==> config.mk <==
export PLATFORM = sky130hd
export DESIGN_NAME = rmul_core
export DESIGN_NICKNAME = d
export VERILOG_FILES = /design/src/pkg/rmul_pkg.sv /design/src/rtl/rmul_core.sv
export SDC_FILE = /design/constraint.sdc
export NUM_CORES = 2
export LEC_CHECK = 0
export BUFFER_PORTS_ARGS = -buffer_cell sky130_fd_sc_hd__buf_2
export CORE_MARGIN = 5
export CORE_UTILIZATION = 59
export CTS_BUF_LIST = sky130_fd_sc_hd__clkbuf_4 sky130_fd_sc_hd__clkbuf_8
export CTS_CLUSTER_DIAMETER = 100
export DETAILED_ROUTE_END_ITERATION = 10
export PLACE_DENSITY = 0.8
export SETUP_SLACK_MARGIN = 0.4
export SLEW_MARGIN = 15
export SYNTH_ARGS = -nofsm -noshare
export SYNTH_HDL_FRONTEND = slang
export SYNTH_SLANG_ARGS = --single-unit
==> constraint.sdc <==
create_clock -name clk -period 7.25 [get_ports clk]
set_input_delay 0.3625 -clock clk [delete_from_list [all_inputs] [get_ports clk]]
set_output_delay 0.3625 -clock clk [all_outputs]
set_load 0.005 [all_outputs]
==> src/pkg/rmul_pkg.sv <==
// Constants and register map for the registered 16x16 multiplier
// Notes on behaviour
// RULE1: Full 32-bit product of both 16-bit operand registers.
// RULE2: Operand A word and its signed select captured on rising edge.
// RULE3: Operand B word and its signed select captured the same way.
// RULE4: Operand registers hold while load-hold-n high, load while low.
// RULE5: Signed select high means two's complement, low means unsigned.
// RULE6: Both signed selects act independently, mixed pairs allowed.
// RULE7: Round control registered only when either operand load enable is low.
// RULE8: Round adds one at lower-half top bit for 16-bit rounding.
// RULE9: Shift select low gives 31-bit product, sign copy at lower top bit.
// RULE10: Shift select high gives unshifted 32-bit product.
// RULE11: Result held in upper and lower 16-bit result registers.
// RULE12: Result registers load while result-load-hold-n low, else hold.
// RULE13: Transparent control high passes product through without edge wait. Here the result and ports still load on the operand capture edge.
// RULE14: Multiplexer steers either half onto the upper output port.
// RULE15: Half select low puts upper half on upper port.
// RULE16: Half select high puts lower half on upper port.
// RULE17: Result MSB given in true and inverted form.
// RULE18: Upper and lower halves driven on separate ports together.
// RULE19: Each output port drives while enabled, else released. MSB pair has no enable here and is always driven.
// RULE20: Driving logic holds operands and controls stable across capture edge.
package rmul_pkg;
    localparam int          OP_W          = 16;
    localparam int          PROD_W        = 32;
    localparam logic [7:0]  ADDR_CTRL     = 8'h00;
    localparam logic [7:0]  ADDR_RESULT   = 8'h04;
    localparam logic [7:0]  ADDR_OPERANDS = 8'h08;
    localparam int          ADDR_W        = 8;
    localparam int          CTRL_W        = 8;
    localparam int          BIT_A_SIGNED  = 0;
    localparam int          BIT_B_SIGNED  = 1;
    localparam int          BIT_ROUND     = 2;
    localparam int          BIT_SHIFT     = 3;
    localparam int          BIT_TRANSP    = 4;
    localparam int          BIT_HALF_SEL  = 5;
    localparam int          BIT_UPPER_OE  = 6;
    localparam int          BIT_LOWER_OE  = 7;
    localparam logic [7:0]  CTRL_RESET    = 8'h00;
    localparam logic [31:0] ROUND_UNSHIFT = 32'h0000_8000;
    localparam logic [31:0] ROUND_SHIFTED = 32'h0000_4000;
    localparam logic [1:0]  HTRANS_NONSEQ = 2'h2;
    localparam logic [1:0]  HTRANS_SEQ    = 2'h3;
endpackage

==> src/rtl/rmul_core.sv <==
// Registered 16x16 multiplier with AHB-Lite control registers
//
// Our own choices: the register addresses and the AHB-Lite slave port.
`timescale 1ns/1ps
module rmul_core (
    // Clock and reset
    input  wire logic        clk,
    input  wire logic        rstn,
    // AHB-Lite slave
    input  wire logic        hsel,
    input  wire logic [31:0] haddr,
    input  wire logic [1:0]  htrans,
    input  wire logic        hwrite,
    input  wire logic [2:0]  hsize,
    input  wire logic        hready,
    input  wire logic [31:0] hwdata,
    output logic      [31:0] hrdata,
    output logic             hreadyout,
    output logic             hresp,
    // Operand and load pins
    input  wire logic [15:0] aOperand,
    input  wire logic [15:0] bOperand,
    input  wire logic        aLoadHoldN,
    input  wire logic        bLoadHoldN,
    input  wire logic        resultLoadHoldN,
    // Result ports, halves three-state as data plus enable, MSB pair always driven
    output logic      [15:0] upperOutputPort,
    output logic             upperOutputOe,
    output logic      [15:0] lowerOutputPort,
    output logic             lowerOutputOe,
    output logic             resultMsb,
    output logic             resultMsbN
);

    typedef struct packed {
        logic [15:0] aReg;
        logic        aSigned;
        logic [15:0] bReg;
        logic        bSigned;
        logic        roundReg;
        logic [15:0] resHi;
        logic [15:0] resLo;
        logic [7:0]  ctrl;
        logic        wrPend;
        logic [7:0]  wrAddr;
        logic [31:0] rdata;
        logic [15:0] upperOut;
        logic        upperOe;
        logic [15:0] lowerOut;
        logic        lowerOe;
        logic        msb;
        logic        msbN;
        logic        ready;
        logic        resp;
    } rmul_state_s;

    rmul_state_s state;
    rmul_state_s next_state;

    // Product of given operands with per-operand sign extension
    function automatic logic [31:0] rmul_product(input logic [15:0] a, input logic sa,
                                                 input logic [15:0] b, input logic sb);
        logic signed [16:0] ea;
        logic signed [16:0] eb;
        logic signed [33:0] p;
        ea = $signed({sa & a[15], a}); // RULE5 RULE6
        eb = $signed({sb & b[15], b}); // RULE5 RULE6
        p  = ea * eb; // RULE1
        return p[31:0];
    endfunction

    logic [31:0] prodRaw;
    logic [31:0] prodRnd;
    logic [15:0] nextHi;
    logic [15:0] nextLo;
    logic        addrPhase;

    always_comb begin
        next_state = state;
        addrPhase  = hsel & hready & (htrans == rmul_pkg::HTRANS_NONSEQ || htrans == rmul_pkg::HTRANS_SEQ);

        // Data phase of a write lands one cycle after its address phase
        next_state.wrPend = addrPhase & hwrite;
        next_state.wrAddr = haddr[7:0];
        if (state.wrPend && state.wrAddr == rmul_pkg::ADDR_CTRL) begin
            next_state.ctrl = hwdata[7:0];
        end

        // Operand capture with their format selects
        if (!aLoadHoldN) begin // RULE4
            next_state.aReg    = aOperand; // RULE2
            next_state.aSigned = state.ctrl[rmul_pkg::BIT_A_SIGNED]; // RULE2
        end
        if (!bLoadHoldN) begin // RULE4
            next_state.bReg    = bOperand; // RULE3
            next_state.bSigned = state.ctrl[rmul_pkg::BIT_B_SIGNED]; // RULE3
        end
        if (!aLoadHoldN || !bLoadHoldN) begin
            next_state.roundReg = state.ctrl[rmul_pkg::BIT_ROUND]; // RULE7
        end

        // Transparent mode feeds the product of the operands being loaded now
        if (state.ctrl[rmul_pkg::BIT_TRANSP]) begin
            prodRaw = rmul_product(next_state.aReg, next_state.aSigned,
                                   next_state.bReg, next_state.bSigned); // RULE13
        end else begin
            prodRaw = rmul_product(state.aReg, state.aSigned, state.bReg, state.bSigned);
        end
        // Rounding lands on the lower-half top bit in either format
        if (!(state.ctrl[rmul_pkg::BIT_TRANSP] ? next_state.roundReg : state.roundReg)) begin
            prodRnd = prodRaw;
        end else if (state.ctrl[rmul_pkg::BIT_SHIFT]) begin
            prodRnd = prodRaw + rmul_pkg::ROUND_UNSHIFT; // RULE8
        end else begin
            prodRnd = prodRaw + rmul_pkg::ROUND_SHIFTED; // RULE8
        end
        if (state.ctrl[rmul_pkg::BIT_SHIFT]) begin
            nextHi = prodRnd[31:16]; // RULE10
            nextLo = prodRnd[15:0]; // RULE10
        end else begin
            nextHi = prodRnd[30:15]; // RULE9
            nextLo = {prodRnd[30], prodRnd[14:0]}; // RULE9
        end
        if (!resultLoadHoldN || state.ctrl[rmul_pkg::BIT_TRANSP]) begin // RULE12 RULE13
            next_state.resHi = nextHi; // RULE11
            next_state.resLo = nextLo; // RULE11
        end

        // Output stage registered so every port comes from a flop
        if (next_state.ctrl[rmul_pkg::BIT_HALF_SEL]) begin
            next_state.upperOut = next_state.resLo; // RULE14 RULE16
        end else begin
            next_state.upperOut = next_state.resHi; // RULE14 RULE15
        end
        next_state.lowerOut = next_state.resLo; // RULE18
        next_state.upperOe  = next_state.ctrl[rmul_pkg::BIT_UPPER_OE]; // RULE19
        next_state.lowerOe  = next_state.ctrl[rmul_pkg::BIT_LOWER_OE]; // RULE19
        next_state.msb      = next_state.resHi[15]; // RULE17
        next_state.msbN     = ~next_state.resHi[15]; // RULE17

        // Zero wait states: slave is ready from the first edge after reset and always OKAY
        next_state.ready = 1'b1;
        next_state.resp  = 1'b0;

        // Read data sampled at the address phase, unmapped reads give zero
        if (addrPhase && !hwrite) begin
            unique case (haddr[7:0])
                rmul_pkg::ADDR_CTRL:     next_state.rdata = {24'h00_0000, state.ctrl};
                rmul_pkg::ADDR_RESULT:   next_state.rdata = {state.resHi, state.resLo};
                rmul_pkg::ADDR_OPERANDS: next_state.rdata = {state.aReg, state.bReg};
                default:                 next_state.rdata = 32'h0000_0000;
            endcase
        end
    end

    always_ff @(posedge clk or negedge rstn) begin
        if (!rstn) begin
            state      <= '0;
            state.ctrl <= rmul_pkg::CTRL_RESET;
        end else begin
            state <= next_state;
        end
    end

    assign hrdata          = state.rdata;
    assign hreadyout       = state.ready;
    assign hresp           = state.resp;
    assign upperOutputPort = state.upperOut;
    assign upperOutputOe   = state.upperOe;
    assign lowerOutputPort = state.lowerOut;
    assign lowerOutputOe   = state.lowerOe;
    assign resultMsb       = state.msb;
    assign resultMsbN      = state.msbN;

endmodule // rmul_core

==> impl_metrics.tcl <==
set metrics [dict create \
    status "finished, violations left" \
    violations "negative setup slack" \
    syn_nets 4076 \
    r2r-start "state[153]" \
    min_delay_worst_endpoint "state[86]" \
    synth_top_area_share_pct 39.3 \
    drive_gt1_share_pct 29.0 \
    r2r_cells 36 \
    hold_depth 2 \
    track_usage_pct 37.1 \
    rr_endpoint "upperOutputPort[6]" \
    die_h_um 231 \
    crit_type "flop to flop" \
    synth_area_sq_um 28700 \
    gr-max-usage-layer "met2" \
    place_congestion 1.01 \
    grt_overflow 0 \
    hold_viol_final 0 \
    crit_slowest_cell "fa_1" \
    final_util_pct 75.9 \
    maxCapViolCount 0 \
    use_met3_pct 7.37 \
    rsz0062_at_grt "yes" \
    synthTopCellsByCount "657 x inv_1, 564 x fa_1, 425 x nand2_1" \
    crit_arrival_ps 8090 \
    worst_pin_slew_ps 1040 \
    use_met1_pct 44.3 \
    fmax_ghz 0.129 \
    setup_violations 26 \
    synth_seq_cells 134 \
    initial_core_util_pct 59.9 \
    antenna_found_initial 5 \
    drc 0 \
    num_rows 80 \
    hp-start "hwdata[7]" \
    insertion_delay_ps 520 \
    ff2ff_setup_slack_ps -470 \
    hp-class "input pin to flop" \
    synth_top_cells_by_area "fa_1 39%, dfrtp_1 12%, inv_1 8.6%, ha_1 7.2%, nand2_1 5.6%" \
    crit_path_end_kind "flop" \
    grt_pass1_wl_um 153000 \
    crit_buf_inv 19 \
    setup_ws_ps -474 \
    postSynthCellCount 3237 \
    root_buffer "clkbuf_8" \
    fillers 3141 \
    htreeDepth 4 \
    yosys_warnings 0 \
    synth_most_common_cell "inv_1" \
    use_met2_pct 63.1 \
    cts.sinks 134 \
    core_area_sq_um 47900 \
    synthToLayoutAreaGrowth_pct 26.6 \
    yosysTopAreaCell "fa_1" \
    synth_ff_type "dfrtp_1" \
    period_share_pct 107 \
    nNetsFinal 4619 \
    yosysSeqAreaShare_pct 11.7 \
    fin_tns_setup_ps -6340 \
    cts_buffer_depth 2 \
    path_delay_family "adder cells" \
    clk_pin_slew_ps 120 \
    antenna_left 0 \
    dp_hpwl_um 79600 \
    grt_pass1_vias 28500 \
    critPathLaunchType "flop" \
    cts_made_buffers 17 \
    postSynthAreaPerCell_sq_um 8.88 \
    routedWlPerCell_um 22.1 \
    cts_tree "done" \
    first_iter_violations 2500 \
    synth_enable_flop_cells 0 \
    io_buffers 125 \
    fin_skew_ps 30.2 \
    fp.dieArea_sq_um 53200 \
    dr.pass1.iters 8 \
    via_per_inst 5.86 \
    num_vias 25900 \
    ys_types 97 \
    die_x_um 231 \
    crit_top_cell "buf_4" \
    slew_viol_final 0 \
    finalWirelength_um 97500 \
    required_ps 7620 \
    period_needed_ps 7720 \
    max-slew-margin-rel_pct 30.7 \
    async_flop_share_pct 100 \
    max_stage_delay_ps 560 \
    grt_max_degree 79 \
    worstPathMaxFanout 5 \
    pin_count 179 \
]
## per-stage QoR
stage          hold WS [ps]  setup slack, ps  cells  area (sq um)
5_1_grt                83.9             -602   4409         36400
4_1_cts                71.0             -202   4386         35800
6_report               88.6             -474   4413         36400
3_3_place_gp            411             -498   4265         33600
2_1_floorplan          66.9            -90.1   3237         29200
3_5_place_dp            434             -533   4265         33600
## cells in the final DEF (no fill, tap or decap), types with 13 or more instances in the layout
cell      Yosys  final
ha_1        166    137
nand2_1     425    405
o211ai_1     20     20
fa_2          0     14
xor2_1       23     17
a21o_1       22     21
buf_4        69    533
inv_2         0     40
xnor2_1      46     37
mux2i_1      58     33
a21oi_2       2     18
and2_1      125    121
o21a_1       14     14
dfrtp_1     134    122
mux2i_4       0     14
nand2_2       0     16
a22oi_1      25     24
clkbuf_8      0     17
nand4_1      14     14
and3_1       21     19
nor2_1      230    225
a21oi_1      80     57
inv_1       657    614
nand3_1      24     18
o21ai_0      97     82
buf_2        13    124
a211oi_1     24     15
fa_1        564    550
nor3_1       19     14
buf_6         3     49
buf_12        0     36
ha_4          0     27
mux2_2       17     13
## cells by family (layout without fill, tap and decap cells)
group / after synthesis / after routing / synth area share (%)
buffers and inverters: 897 / 1453 / 12.8
adder cells (fa/ha/maj): 730 / 730 / 46.5
other: 2 / 7 / 0.0261
AO/OA/AOI/OAI: 386 / 386 / 9.08
multiplexers: 76 / 76 / 2.77
XOR/XNOR: 70 / 70 / 2.16
AND/OR/NAND/NOR: 942 / 942 / 15.0
flip-flops: 134 / 134 / 11.7
## final cells by class
cell class | count | area [sq um] | area share, %
Multi-Input combinational cell | 2206 | 23200 | 63.9
Timing Repair Buffer | 753 | 6040 | 16.6
Sequential cell | 134 | 3370 | 9.26
Inverter | 668 | 2540 | 6.97
Tap cell | 615 | 769 | 2.12
Clock buffer | 17 | 234 | 0.643
Clock inverter | 15 | 174 | 0.478
Antenna cell | 5 | 12.5 | 0.0344
## flip-flops by register name, summed over array words and instances (netlist names)
| name | cells |
|---|---|
| hrdata | 32 |
| hreadyout | 1 |
| lowerOutputPort | 16 |
| resultMsb | 1 |
| resultMsbN | 1 |
| state | 67 |
| upperOutputPort | 16 |
## worst max-delay path by stage
stage | from | to | cells past startpoint
2_1_floorplan | aLoadHoldN | upperOutputPort[14] | 30
3_3_place_gp | aLoadHoldN | resultMsb | 27
3_5_place_dp | state[153] | resultMsb | 27
4_1_cts | state[153] | upperOutputPort[14] | 29
5_1_grt | state[153] | upperOutputPort[6] | 34
6_report | state[153] | upperOutputPort[6] | 36
## repair_timing
item / 4_1_cts / 5_1_grt
setup buffers: 81 / 22
setup endpoints to repair: 34 / 34
hold buffers: 7 / 0
hold endpoints to repair: 83 / 0
resized for setup: 261 / 75
cloned: 1 / 0
pin swaps: 118 / 60
## routing by layer
layer	wire length, um	share of wire [%]
met3	8760	9.0
met1	34000	35
met4	7010	7.2
met2	47700	49
met5	33	0.034
Power is not shown: default switching activity piles up to over one toggle a cycle in this logic, so the estimate is an artifact.
